===== config.mk =====
export PLATFORM = sky130hd
export DESIGN_NAME = dmc_mode_regs
export DESIGN_NICKNAME = d
export VERILOG_FILES = /design/src/shared/dmc_pkg.sv /design/src/verilog/dmc_zero_flag.sv /design/src/verilog/dmc_mode_regs.sv
export SDC_FILE = /design/constraint.sdc
export NUM_CORES = 1
export LEC_CHECK = 0
export BUFFER_PORTS_ARGS = -buffer_cell sky130_fd_sc_hd__buf_4
export CAP_MARGIN = 10
export CORE_MARGIN = 2
export CORE_UTILIZATION = 43
export DETAILED_ROUTE_END_ITERATION = 8
export GPL_TIMING_DRIVEN = 0
export MAX_ROUTING_LAYER = met4
export PLACE_DENSITY = 0.77
export SYNTH_ARGS = -nofsm -noshare
export SYNTH_HDL_FRONTEND = slang
export SYNTH_SLANG_ARGS = --single-unit

===== constraint.sdc =====
create_clock -name ref_clk -period 1.55 [get_ports ref_clk]
set_clock_uncertainty 0.05 [all_clocks]
set_input_delay 0.0775 -clock ref_clk [delete_from_list [all_inputs] [get_ports ref_clk]]
set_output_delay 0.0775 -clock ref_clk [all_outputs]
set_load 0.005 [all_outputs]

===== src/shared/dmc_pkg.sv =====
`default_nettype none
// ****************************************************************
// mode control constants
// ****************************************************************
package dmc_pkg;
    // command word layout
    localparam int CMD_W = 16;
    localparam int DATA_W = 8;
    localparam int IDX_W = 7;
    localparam int RW_BIT = 15;
    localparam int IDX_HI = 14;
    localparam int IDX_LO = 8;
    localparam logic CMD_WRITE = 1'b0;
    localparam logic CMD_READ = 1'b1;
    // register indexes
    localparam logic [6:0] IDX_MODE = 7'h14;
    localparam logic [6:0] IDX_ZCTL = 7'h15;
    localparam logic [6:0] IDX_FLAG = 7'h16;
    localparam logic [6:0] IDX_TAG = 7'h17;
    // mode_select_control fields
    localparam int MODE_SRST = 6;
    localparam int MODE_STREAM = 5;
    localparam int MODE_BYPASS = 4;
    localparam int MODE_MONO = 3;
    localparam int MODE_PICK = 2;
    localparam int MODE_RATE_HI = 1;
    localparam int MODE_RATE_LO = 0;
    // zero_output_control fields
    localparam int ZCTL_DZ_HI = 2;
    localparam int ZCTL_DZ_LO = 1;
    localparam int ZCTL_PCM_ZERO_FLAG_EN = 0;
    // zero_flag_status fields
    localparam int FLAG_RIGHT = 1;
    localparam int FLAG_LEFT = 0;
    // tag field width
    localparam int TAG_W = 5;
    // reset values
    localparam logic RST_STREAM = 1'b0;
    localparam logic RST_BYPASS = 1'b0;
    localparam logic RST_MONO = 1'b0;
    localparam logic RST_PICK = 1'b0;
    localparam logic [1:0] RST_DZ = 2'h0;
    localparam logic RST_PCM_ZERO_FLAG_EN = 1'b1;
    // modulator rate codes
    typedef enum logic [1:0] {
        OS_X64 = 2'b00,
        OS_X32 = 2'b01,
        OS_X128 = 2'b10,
        OS_RSV = 2'b11
    } dmc_os_type;
    // stream zero pattern codes, 1x selects the 96 hex pattern
    localparam logic [1:0] DZ_OFF = 2'b00;
    localparam logic [1:0] DZ_EVEN = 2'b01;
endpackage
`default_nettype wire


===== src/verilog/dmc_zero_flag.sv =====
`default_nettype none
// ****************************************************************
// one channel zero flag qualifier
// ****************************************************************
module dmc_zero_flag (
    input wire logic ref_clk,
    input wire logic rst_b,
    input wire logic stream_mode,
    input wire logic pcm_zero_en,
    input wire logic [1:0] dz_sel,
    input wire logic pcm_zero_raw,
    input wire logic even_pat_raw,
    input wire logic hex96_pat_raw,
    output logic flag_r
);
    logic flag_nxt;

    // pick the detector that the current mode qualifies
    always_comb begin
        if (stream_mode) begin
            if (dz_sel == dmc_pkg::DZ_OFF) begin
                flag_nxt = 1'b0;
            end else if (dz_sel == dmc_pkg::DZ_EVEN) begin
                flag_nxt = even_pat_raw;
            end else begin
                flag_nxt = hex96_pat_raw;
            end
        end else begin
            flag_nxt = pcm_zero_en & pcm_zero_raw;
        end
    end

    // flag register drives pin and status alike
    always_ff @(posedge ref_clk) begin
        if (!rst_b) begin
            flag_r <= 1'b0;
        end else begin
            flag_r <= flag_nxt;
        end
    end
endmodule
`default_nettype wire


===== src/verilog/dmc_mode_regs.sv =====
`default_nettype none
// Functional notes
// bypass bit selects external filter, reset 0
// single-channel bit gives balanced mono, reset 0
// channel pick acts only in mono
// stream mono takes primary data pin
// rate field 64x, 32x, 128x, 11 reserved
// host avoids 128x above 100 kHz
// host supplies clock above 256 fs
// stream mode reuses rate as bit-clock speed
// stream zero field: off, even, 96 hex
// pcm zero enable gates flags, reset 1
// flag bits mirror zero pins, reset 0
// flag and tag registers read only
// five-bit device tag readable
// command bit 15 selects write or read
// stream enable switches pcm and stream
// reserved bits ignore writes, read zero
module dmc_mode_regs #(
    // arbitrary neutral value
    parameter logic [4:0] DEV_TAG = 5'h01
) (
    input wire logic ref_clk,
    input wire logic rst_b,
    input wire logic cmd_valid,
    input wire logic [15:0] cmd_word,
    input wire logic pcm_zero_left_raw,
    input wire logic pcm_zero_right_raw,
    input wire logic even_pat_left_raw,
    input wire logic even_pat_right_raw,
    input wire logic hex96_pat_left_raw,
    input wire logic hex96_pat_right_raw,
    output logic rd_valid_r,
    output logic [7:0] rd_data_r,
    output logic filter_bypass_sel,
    output logic single_channel_sel,
    output logic channel_pick,
    output logic mono_right_sel_r,
    output logic stream_mono_primary_r,
    output logic one_bit_stream_mode,
    output logic [1:0] modulator_rate_sel,
    output logic [1:0] pcm_os_rate_r,
    output logic [1:0] stream_bitclk_rate_r,
    output logic [1:0] stream_zero_pattern_sel,
    output logic pcm_zero_flag_en,
    output logic sys_reset_pulse_r,
    output logic zero_pin_left,
    output logic zero_pin_right
);
    // ****************************************************************
    // command decode
    // ****************************************************************
    logic [6:0] cmd_idx;
    logic [7:0] cmd_data;
    logic cmd_rd;
    logic cmd_wr;
    logic [7:0] rd_mux;
    logic [1:0] flags;

    // registers that only ever answer reads
    function automatic logic is_ro_idx(input logic [6:0] idx);
        is_ro_idx = (idx == dmc_pkg::IDX_FLAG) || (idx == dmc_pkg::IDX_TAG);
    endfunction

    // registers that this block answers for
    function automatic logic is_own_idx(input logic [6:0] idx);
        is_own_idx = (idx == dmc_pkg::IDX_MODE) ||
            (idx == dmc_pkg::IDX_ZCTL) || is_ro_idx(idx);
    endfunction

    assign cmd_idx = cmd_word[dmc_pkg::IDX_HI:dmc_pkg::IDX_LO];
    assign cmd_data = cmd_word[dmc_pkg::DATA_W-1:0];
    // forced read mode
    assign cmd_rd = cmd_valid && is_own_idx(cmd_idx) &&
        (cmd_word[dmc_pkg::RW_BIT] == dmc_pkg::CMD_READ ||
        is_ro_idx(cmd_idx));
    // write select decode
    assign cmd_wr = cmd_valid && !is_ro_idx(cmd_idx) &&
        cmd_word[dmc_pkg::RW_BIT] == dmc_pkg::CMD_WRITE;

    // ****************************************************************
    // mode_select_control
    // ****************************************************************
    // bypass, mono, pick, stream bits
    always_ff @(posedge ref_clk) begin
        if (!rst_b) begin
            one_bit_stream_mode <= dmc_pkg::RST_STREAM;
            filter_bypass_sel <= dmc_pkg::RST_BYPASS;
            single_channel_sel <= dmc_pkg::RST_MONO;
            channel_pick <= dmc_pkg::RST_PICK;
        end else if (cmd_wr && cmd_idx == dmc_pkg::IDX_MODE) begin
            one_bit_stream_mode <= cmd_data[dmc_pkg::MODE_STREAM];
            filter_bypass_sel <= cmd_data[dmc_pkg::MODE_BYPASS];
            single_channel_sel <= cmd_data[dmc_pkg::MODE_MONO];
            channel_pick <= cmd_data[dmc_pkg::MODE_PICK];
        end
    end

    // rate field, reserved code leaves old value
    always_ff @(posedge ref_clk) begin
        if (!rst_b) begin
            modulator_rate_sel <= dmc_pkg::OS_X64;
        end else if (cmd_wr && cmd_idx == dmc_pkg::IDX_MODE &&
            cmd_data[1:0] != dmc_pkg::OS_RSV) begin
            modulator_rate_sel <=
                cmd_data[dmc_pkg::MODE_RATE_HI:dmc_pkg::MODE_RATE_LO];
        end
    end

    // write-only system reset strobe, one cycle
    always_ff @(posedge ref_clk) begin
        if (!rst_b) begin
            sys_reset_pulse_r <= 1'b0;
        end else begin
            sys_reset_pulse_r <= cmd_wr && cmd_idx == dmc_pkg::IDX_MODE &&
                cmd_data[dmc_pkg::MODE_SRST];
        end
    end

    // ****************************************************************
    // derived routing controls
    // ****************************************************************
    // pick gated by mono, stream mono uses primary pin
    // rate field steers pcm modulator or stream bit clock
    always_ff @(posedge ref_clk) begin
        if (!rst_b) begin
            mono_right_sel_r <= 1'b0;
            stream_mono_primary_r <= 1'b0;
            pcm_os_rate_r <= dmc_pkg::OS_X64;
            stream_bitclk_rate_r <= dmc_pkg::OS_X64;
        end else begin
            mono_right_sel_r <= single_channel_sel && !one_bit_stream_mode
                && channel_pick;
            stream_mono_primary_r <= single_channel_sel &&
                one_bit_stream_mode;
            pcm_os_rate_r <= one_bit_stream_mode ? dmc_pkg::OS_X64 :
                modulator_rate_sel;
            stream_bitclk_rate_r <= one_bit_stream_mode ?
                modulator_rate_sel : dmc_pkg::OS_X64;
        end
    end

    // ****************************************************************
    // zero_output_control and zero flags
    // ****************************************************************
    // stream pattern, pcm enable
    always_ff @(posedge ref_clk) begin
        if (!rst_b) begin
            stream_zero_pattern_sel <= dmc_pkg::RST_DZ;
            pcm_zero_flag_en <= dmc_pkg::RST_PCM_ZERO_FLAG_EN;
        end else if (cmd_wr && cmd_idx == dmc_pkg::IDX_ZCTL) begin
            stream_zero_pattern_sel <=
                cmd_data[dmc_pkg::ZCTL_DZ_HI:dmc_pkg::ZCTL_DZ_LO];
            pcm_zero_flag_en <= cmd_data[dmc_pkg::ZCTL_PCM_ZERO_FLAG_EN];
        end
    end

    // one qualifier per channel, left then right
    genvar ch;
    generate
        for (ch = 0; ch < 2; ch++) begin : g_zero
            dmc_zero_flag u_flag (
                .ref_clk(ref_clk),
                .rst_b(rst_b),
                .stream_mode(one_bit_stream_mode),
                .pcm_zero_en(pcm_zero_flag_en),
                .dz_sel(stream_zero_pattern_sel),
                .pcm_zero_raw(ch == 0 ? pcm_zero_left_raw :
                    pcm_zero_right_raw),
                .even_pat_raw(ch == 0 ? even_pat_left_raw :
                    even_pat_right_raw),
                .hex96_pat_raw(ch == 0 ? hex96_pat_left_raw :
                    hex96_pat_right_raw),
                .flag_r(flags[ch])
            );
        end
    endgenerate

    // pins and status share one flop
    assign zero_pin_left = flags[dmc_pkg::FLAG_LEFT];
    assign zero_pin_right = flags[dmc_pkg::FLAG_RIGHT];

    // ****************************************************************
    // readback
    // ****************************************************************
    // reserved and write-only bits read zero
    always_comb begin
        rd_mux = 8'h00;
        unique case (cmd_idx)
            dmc_pkg::IDX_MODE: begin
                rd_mux[dmc_pkg::MODE_STREAM] = one_bit_stream_mode;
                rd_mux[dmc_pkg::MODE_BYPASS] = filter_bypass_sel;
                rd_mux[dmc_pkg::MODE_MONO] = single_channel_sel;
                rd_mux[dmc_pkg::MODE_PICK] = channel_pick;
                rd_mux[1:0] = modulator_rate_sel;
            end
            dmc_pkg::IDX_ZCTL: begin
                rd_mux[2:1] = stream_zero_pattern_sel;
                rd_mux[dmc_pkg::ZCTL_PCM_ZERO_FLAG_EN] = pcm_zero_flag_en;
            end
            dmc_pkg::IDX_FLAG: rd_mux[1:0] = flags;
            // tag readback
            dmc_pkg::IDX_TAG: rd_mux[dmc_pkg::TAG_W-1:0] = DEV_TAG;
            default: rd_mux = 8'h00;
        endcase
    end

    // read answer one cycle after the command
    always_ff @(posedge ref_clk) begin
        if (!rst_b) begin
            rd_valid_r <= 1'b0;
            rd_data_r <= 8'h00;
        end else begin
            rd_valid_r <= cmd_rd;
            rd_data_r <= cmd_rd ? rd_mux : 8'h00;
        end
    end
endmodule
`default_nettype wire


* Yosys cells after proc, flatten, opt, wreduce, memory -nomap -nowiden
Cells that the tools add are included.
** Word-level totals
- Bits in registers :: 27
- Bits in latches :: 0
- Memory bits (writable) :: 0
- Bits in read-only memories :: 0
- Input port bits :: 25
- Logic and storage cells :: 58
- Memories kept :: 0
** Cells by class
- Add/sub/neg operators :: 0
- $mul :: 0
- Divide/modulo/power cells :: 0
- Magnitude comparators :: 0
- Equality and inequality tests :: 6
- Shift-type cells :: 0
- Muxes and demuxes :: 8
- Bitwise operators :: 4
- Reduce and logical (&&, ||, !) cells :: 22
** Operator list (count)
- equality test 7 x 5 -> 1 bit (second input constant) :: 4
- logical AND 1 bit :: 11
- case mux 2 bit (4 select lines) :: 1
- two-way mux 1 bit :: 6
- logical OR 1 bit :: 4
- AND reduction 2 bit :: 2
- AND reduction 3 bit :: 1
- AND 1 bit :: 2
- equality test 2 x 1 -> 1 bit (second input constant) :: 1
- zero test 1 bit :: 2
- zero test 2 bit :: 1
- inequality test 2 bit (second input constant) :: 1
- NOT 1 bit :: 2
- case mux 1 bit (2 select lines) :: 1
- OR reduction 2 bit :: 1

* Depth between registers and ports, before layout
Gate-level depths: netlist of the first run.
- Depth after elaboration :: 7
- Depth in mapped cells :: 5
- Mapped depth without buffers :: 3

* Modules after synthesis
From an unflattened synthesis of the first run, not the netlist that was laid out.
** Second synthesis, totals
- Cell total of the unflattened synthesis :: 99
- Area total of the unflattened synthesis :: 1017.2 um^2
** Modules (own cells, without submodules)
- dmc_mode_regs :: times used 1, cells an instance 87, area each 882.1 um^2
- dmc_zero_flag :: times used 2, cells an instance 6, area each 67.6 um^2

* Worst setup path after synthesis of the first run
OpenSTA, ideal clock, no wires.
- Kind :: input to register
- From :: input cmd_word[13]
- To :: register modulator_rate_sel[0]
- Library setup time :: 0.119 ns
- Arrival time :: 1.135 ns
- Setup slack :: 0.246 ns
- Stages on the path :: 5
- Buffers on the path :: 2
- Cell sequence :: nand4bb_1 > clkbuf_1 > or3_1 > buf_6 > o221a_1
** Between the ends
- Cells in the longest elaborated chain, start to end :: 7
- Elaborated cells on any way between the ends :: 9
** Ends and longest elaborated chain
- start, declared :: RTL line dmc_mode_regs.sv:26 : input wire logic [15:0] cmd_word,
- equality test 7 x 5 -> 1 bit :: RTL line dmc_mode_regs.sv:62 : is_ro_idx = (idx == dmc_pkg::IDX_FLAG) || (idx == dmc_pkg::IDX_TAG);
- logical OR 1 bit :: RTL line dmc_mode_regs.sv:62
- zero test 1 bit :: RTL line dmc_mode_regs.sv:78 : assign cmd_wr = cmd_valid && !is_ro_idx(cmd_idx) &&
- logical AND 1 bit (2 in a row) :: RTL line dmc_mode_regs.sv:78
- logical AND 1 bit * (2 in a row) :: RTL line dmc_mode_regs.sv:103 : end else if (cmd_wr && cmd_idx == dmc_pkg::IDX_MODE &&
- end signal, assigned :: RTL line dmc_mode_regs.sv:102 : modulator_rate_sel <= dmc_pkg::OS_X64;
- end signal, assigned :: RTL line dmc_mode_regs.sv:105 : modulator_rate_sel <=
- end, declared :: RTL line dmc_mode_regs.sv:41 : output logic [1:0] modulator_rate_sel,
Every way passes the cells marked *; elsewhere a longest branch is shown, timed or not.
A chain may end at the register's enable or synchronous reset.

* Final worst setup path of the first run
- From :: register one_bit_stream_mode
- To :: register g_zero[0].u_flag.flag_r
** Between the ends
- Cells in the longest elaborated chain, start to end :: 1
** Ends and longest elaborated chain
- start, declared :: RTL line dmc_mode_regs.sv:40 : output logic one_bit_stream_mode,
- start signal, assigned :: RTL line dmc_mode_regs.sv:87 : one_bit_stream_mode <= dmc_pkg::RST_STREAM;
- start signal, assigned :: RTL line dmc_mode_regs.sv:92 : one_bit_stream_mode <= cmd_data[dmc_pkg::MODE_STREAM];
- two-way mux 1 bit :: RTL line dmc_zero_flag.sv:20 : if (stream_mode) begin
- end signal, assigned :: RTL line dmc_zero_flag.sv:38 : flag_r <= flag_nxt;
- end, declared :: RTL line dmc_zero_flag.sv:14 : output logic flag_r
No other way between the ends.

==> results_dict.tcl, run 1 <==
set metrics [dict create \
    syn-instance-count 101 \
    first_pass_detailed_route_iteration_total 6 \
    biggest_fanout_along_the_worst_timing_path 10 \
    fp.dieArea_sq_um 2730 \
    crit_end "g_zero[0].u_flag.flag_r$_SDFF_PN0_" \
    drtIter0Drc 25 \
    final_common_cell "buf_4" \
    post_drt_via_cell_ratio 4.90 \
    synth-seq-cells 25 \
    core_region_area_sq_um 2210 \
    p_leak_nw 0.688 \
    synth_ff_type "dfxtp_1" \
    fmax_mhz 847 \
    cts_tree "built" \
    io_pins 52 \
    irDropWorstVdd_mv 0.521 \
    slew_headroom 0.658 \
    synth.yosys.warnings 0 \
    hold_viol_final 0 \
    flow.area_growth_from_synthesis_pct 48.8 \
    port_buffers 48 \
    cts-root-to-sink-buffers 2 \
    criticalPathCategory "reg2reg" \
    setup_total_negative_slack_ps 0 \
    drt_wl_total_microns 2420 \
    layout_setup_ws_ps 370 \
    die_height_microns 52.3 \
    post_drt_wl_per_cell_microns 12.9 \
    vias 922 \
    synth-edff-count 0 \
    r2r-end "g_zero[0].u_flag.flag_r$_SDFF_PN0_" \
    worst_slew_pin_slew_ps 506 \
    antenna_found_initial 0 \
    grt_max_degree 16 \
    p_total_w 0.00106 \
    timing.critical_path.required_ps 1770 \
    reg2reg_setup_slack_ps 370 \
    drc 0 \
    cts_sinks 25 \
    use_met2 0.369 \
    drive_above_1_share 0.369 \
    use_met3 0.0371 \
    postRouteAntennaNets 0 \
    synth.lib_cells_used.distinct 29 \
    cts.clk_slew.worst_paths_ps 140 \
    insertion_delay_ps 320 \
    min_period_over_period 0.761 \
    gp_congestion 0.776 \
    first_global_vias 842 \
    ctsHtreeMaxLevel 1 \
    cp-startpoint "one_bit_stream_mode$_SDFFE_PN0P_" \
    global_route.overflow_total 0 \
    syn-cell-area_sq_um 1000 \
    yosysSeqAreaShare 0.499 \
    rr_startpoint "one_bit_stream_mode$_SDFFE_PN0P_" \
    die_w_microns 52.3 \
    layout.filler_cells 195 \
    cts.repair_timing.setup_buffer_count 0 \
    pre_cts_ws_ps 54.3 \
    diodes 0 \
    dp.final_hpwl_microns 1770 \
    min_path_type "in2reg" \
    top_usage_layer "met2" \
    critPathCaptureType "flip-flop" \
    clockRootBuffer "clkbuf_4" \
    r2r.worst_path.cells 3 \
    timing.critical_path.arrival_ps 1400 \
    cellPowerDensity_nw_per_um2 711 \
    grt_setup_unrepaired "false" \
    grt.total_usage 0.203 \
    layout.cells.most_common_list "buf_4 (50), dfxtp_1 (25), nand2_1 (15)" \
    start_kind "flip-flop" \
    finish.net_count 186 \
    number_of_instances_resized_during_post_cts_repair 0 \
    synth_async_sr_flop_share 0 \
    syn-mean-instance-area_sq_um 9.92 \
    cap_violations 0 \
    cts-buffers-inserted 3 \
    run_status "completed" \
    num_rows 17 \
    fin_max_slew_vios 0 \
    met1_usage 0.224 \
    initial_core_util 0.453 \
    global_route_wire_length_before_repair_microns 3910 \
    setup_viol_count_final 0 \
    period_needed_ps 1180 \
]
## cells in the mapped netlist, drive strengths merged (2+ instances only)
cell     n  area [sq um]
nand2   15          56.3
and2     6          37.5
o221a    3          33.8
or3      2          17.5
dfxtp   25           500
a21boi   2          15.0
clkbuf   5          18.8
buf      3          26.3
nand3b   3          22.5
and3     4          25.0
nor2     4          15.0
mux2i    9          90.1
nor4     5          37.5
nor2b    3          18.8
o21a     2          15.0
## per-stage QoR
step / utilization / area [sq um] / hold WS, ps / cells
after floorplan: - / 1010 / 166 / 102
after global placement: 0.633 / 1400 / 282 / 178
after detailed placement: 0.633 / 1400 / 292 / 178
after CTS: 0.674 / 1490 / 4.71 / 188
after global routing: 0.674 / 1490 / 6.24 / 188
final: 0.674 / 1490 / 4.52 / 188
## area by class of cell
| cell class | count | area, sq um | share of cell area |
|---|---|---|---|
| clock buffers | 3 | 22.5 | 0.0151 |
| repair buffers | 54 | 420 | 0.282 |
| plain buffers | 8 | 45.0 | 0.0302 |
| flip-flops and latches | 25 | 500 | 0.336 |
| inverters | 1 | 3.75 | 0.00252 |
| multi-input cells | 68 | 457 | 0.306 |
| clock inverters | 1 | 7.51 | 0.00503 |
| well taps | 28 | 35.0 | 0.0235 |
## where the power goes
part / total (W) / switching, W / internal [W]
sequential: 0.000648 / 0.00000214 / 0.000646
combinational: 0.000118 / 0.0000475 / 0.0000708
clock: 0.000294 / 0.000195 / 0.0000985
## cells by family after synthesis
kind of cell | share of synthesized area
compound gates | 0.0699
simple gates | 0.277
other cells | 0.00374
buf+inv | 0.0487
mux | 0.101
flops | 0.499
## per-layer routing
| metal | wire length [microns] | up-vias |
|---|---|---|
| met5 | 0 | - |
| met1 | 969 | 423 |
| met2 | 1320 | 34 |
| met3 | 116 | 4 |
| li1 | - | 461 |
| met4 | 18 | 0 |
## worst min path at each step
stage | from | endpoint | slack, ps | depth (start not counted)
CTS | cmd_word[0] | modulator_rate_sel[0]$_SDFFE_PN0P_ | 5 | 2
detailed placement | cmd_word[4] | filter_bypass_sel$_SDFFE_PN0P_ | 290 | 3
finish | cmd_word[0] | modulator_rate_sel[0]$_SDFFE_PN0P_ | 5 | 2
global placement | cmd_word[3] | single_channel_sel$_SDFFE_PN0P_ | 280 | 3
floorplan | cmd_word[4] | filter_bypass_sel$_SDFFE_PN0P_ | 170 | 2
global route | cmd_word[0] | pcm_zero_flag_en$_SDFFE_PN1P_ | 6 | 3
## what timing repair did
action,in CTS,in global routing
endpoints found under the setup margin,0,0
hold endpoints to repair,8,0
hold buffers,6,0
## sequential cells by signal, summed over array words and instances (netlist names), 2 cells and up
signal / flops
pcm_os_rate_r: 2
modulator_rate_sel: 2
stream_bitclk_rate_r: 2
stream_zero_pattern_sel: 2
g_zero.u_flag.flag_r: 2
rd_data_r: 6
## worst max-delay path, stage by stage, from the launching register on
cell and delay (ps):
dfxtp_1 350, clkbuf_1 330, a21boi_0 240, o21a_1 150
(Power assumes the default switching activity.)
==> run 2: changes to the inputs <==
ABC_AREA = 1   (was not set)
CORE_UTILIZATION = 40   (was 43)
PLACE_DENSITY = 0.74   (was 0.77)
clock period = 1.05 ns   (was 1.55 ns; I/O delays follow)
==> results_dict.tcl, run 2 <==
set metrics [dict create \
    run_status "completed" \
    vias 1061 \
    timing.critical_path.arrival_ps 1240 \
    post_drt_wl_per_cell_microns 10.9 \
    hold_viol_final 0 \
    fin_max_slew_vios 0 \
    io_pins 52 \
    max_flop_register "rd_data_r" \
    layout_setup_ws_ps 27.0 \
    synth-seq-cells 25 \
    global_route_wire_length_before_repair_microns 4280 \
    net-switching-power_w 0.000375 \
    post_drt_via_cell_ratio 4.59 \
    yosysSeqAreaShare 0.466 \
    hold_ws_ps 25.5 \
    final_common_cell "buf_4" \
    syn-instance-count 138 \
    synth_common_cells "dfxtp_1 (25), nand2_1 (24), nor2_1 (24), inv_1 (19), o21bai_1 (8)" \
    timing.critical_path.required_ps 1270 \
    p_sw_frac 0.236 \
    setup_total_negative_slack_ps 0 \
    cts.repair_timing.setup_buffer_count 0 \
    syn-cell-area_sq_um 1070 \
    r2r.worst_path.cells 3 \
    setup_viol_count_final 0 \
    multi_input_comb_area_sq_um 478 \
    criticalPathCategory "in2reg" \
    gp_congestion 0.933 \
    flow.area_growth_from_synthesis_pct 49.7 \
    die_height_microns 55.8 \
    drt_wl_total_microns 2530 \
    diodes 0 \
    synth_ff_type "dfxtp_1" \
    power.clock.fraction 0.271 \
    clockRootBuffer "clkbuf_4" \
    drive_above_1_share 0.368 \
    synth-edff-count 0 \
    drtIter0Drc 15 \
    port_buffers 48 \
    core_region_area_sq_um 2520 \
    cell_depth_of_the_worst_min_delay_path 3 \
    largest_register_ff_count 6 \
    first_global_vias 1026 \
    min_path_type "in2reg" \
    pre_cts_ws_ps -141 \
    postRouteAntennaNets 0 \
    drc 0 \
    cts-buffers-inserted 3 \
    antenna_found_initial 0 \
    syn-mean-instance-area_sq_um 7.79 \
    fmax_mhz 978 \
    cts_tree "built" \
    synthDominantCellAreaShare 0.466 \
    sequential_cell_area_sq_um 503 \
    start_kind "input port" \
    initial_core_util 0.426 \
    die_w_microns 55.8 \
    dpl-instance-area_sq_um 1480 \
    p_leak_nw 0.746 \
    layout.cells.most_common_list "buf_4 (50), nand2_1 (24), nor2_1 (24)" \
    ctsHtreeMaxLevel 1 \
    num_rows 18 \
    period_needed_ps 1020 \
    synth_async_sr_flop_share 0 \
    irDropWorstVdd_mv 1.22 \
    insertion_delay_ps 320 \
    grt.total_usage 0.174 \
    grt_setup_unrepaired "false" \
    count_leader_synth "dfxtp_1" \
    critPathCaptureType "flip-flop" \
    share_seq_of_total_power 0.602 \
    cts.clk_slew.worst_paths_ps 140 \
    global_route.overflow_total 0 \
    first_pass_detailed_route_iteration_total 4 \
    dp.final_hpwl_microns 2000 \
    grt_max_degree 16 \
    p_total_w 0.00159 \
    final_cell_area_sq_um 1610 \
    cts-root-to-sink-buffers 2 \
    synth.yosys.warnings 0 \
    power.internal_w 0.00121 \
    cts_sinks 25 \
    largest_area_contributor_in_the_netlist "dfxtp_1" \
    cellPowerDensity_nw_per_um2 988 \
    synth.lib_cells_used.distinct 24 \
    biggest_fanout_along_the_worst_timing_path 7 \
    min_period_over_period 0.974 \
    p_comb_frac 0.127 \
    cap_violations 0 \
    fp.dieArea_sq_um 3120 \
    finish.net_count 227 \
    layout.filler_cells 226 \
    top_cells_by_area_in_the_synthesized_netlist "dfxtp_1 (47%), nand2_1 (8.4%), nor2_1 (8.4%), inv_1 (6.6%), o21bai_1 (5.6%)" \
]
-- run 2: worst max-delay path: stages --
cell	delay [ps]
dlygate4sd3_1	530
buf_4	150
nand2_1	60
inv_1	90
nand4_1	200
o21ai_1	170
-- run 2: per-stage QoR --
stage | instances | utilization
final | 231 | 0.638
after global routing | 231 | 0.638
after CTS | 231 | 0.637
after detailed placement | 217 | 0.585
after global placement | 217 | 0.585
after floorplan | 139 | -
-- run 2: power by group through the flow --
stage	combinational (W)	sequential, W	clock, W
6_report	0.000202	0.000957	0.000431
5_1_grt	0.000221	0.000958	0.000476
4_1_cts	0.000200	0.000958	0.000442
3_5_place_dp	0.000170	0.000978	0
3_3_place_gp	0.000165	0.000978	0
2_1_floorplan	0.0000704	0.000978	0
-- run 2: routing by layer --
layer  vias up  global-route usage  share of wire
met4         0              0.0408          0.013
li1        548                   -              -
met1       476               0.203           0.43
met2        33               0.299           0.50
met5         -                   -              0
met3         4              0.0465          0.057
-- run 2: final cells by class --
type                            instances  area share
Clock buffer                            3      0.0140
Sequential cell                        25       0.313
Inverter                               22      0.0529
Tap cell                               30      0.0233
Multi-Input combinational cell         90       0.297
Buffer                                  2     0.00933
Timing Repair Buffer                   58       0.286
Clock inverter                          1     0.00467
-- run 2: cell families (layout without fill, tap and decap cells) --
kind of cell | count (synthesis) | after routing | share of synthesized area
other | 1 | 2 | 0.00349
buffers and inverters | 24 | 86 | 0.0931
AND/OR/NAND/NOR | 74 | 74 | 0.349
AO/OA/AOI/OAI | 14 | 14 | 0.0885
flip-flops | 25 | 25 | 0.466
-- run 2: final timing paths --
check,slack (ps),to,from
worst max-delay path,30,rd_data_r[2]$_SDFF_PN0_,rst_b
worst min-delay path,30,sys_reset_pulse_r$_SDFF_PN0_,cmd_valid
worst max register to register,110,g_zero[1].u_flag.flag_r$_SDFF_PN0_,one_bit_stream_mode$_SDFFE_PN0P_
worst min register to register,390,rd_data_r[4]$_SDFF_PN0_,filter_bypass_sel$_SDFFE_PN0P_
-- run 2: timing repair --
action,4_1_cts,5_1_grt
endpoints found under the setup margin,0,2
hold endpoints to repair,12,0
resized for setup,0,2
hold buffers,10,0
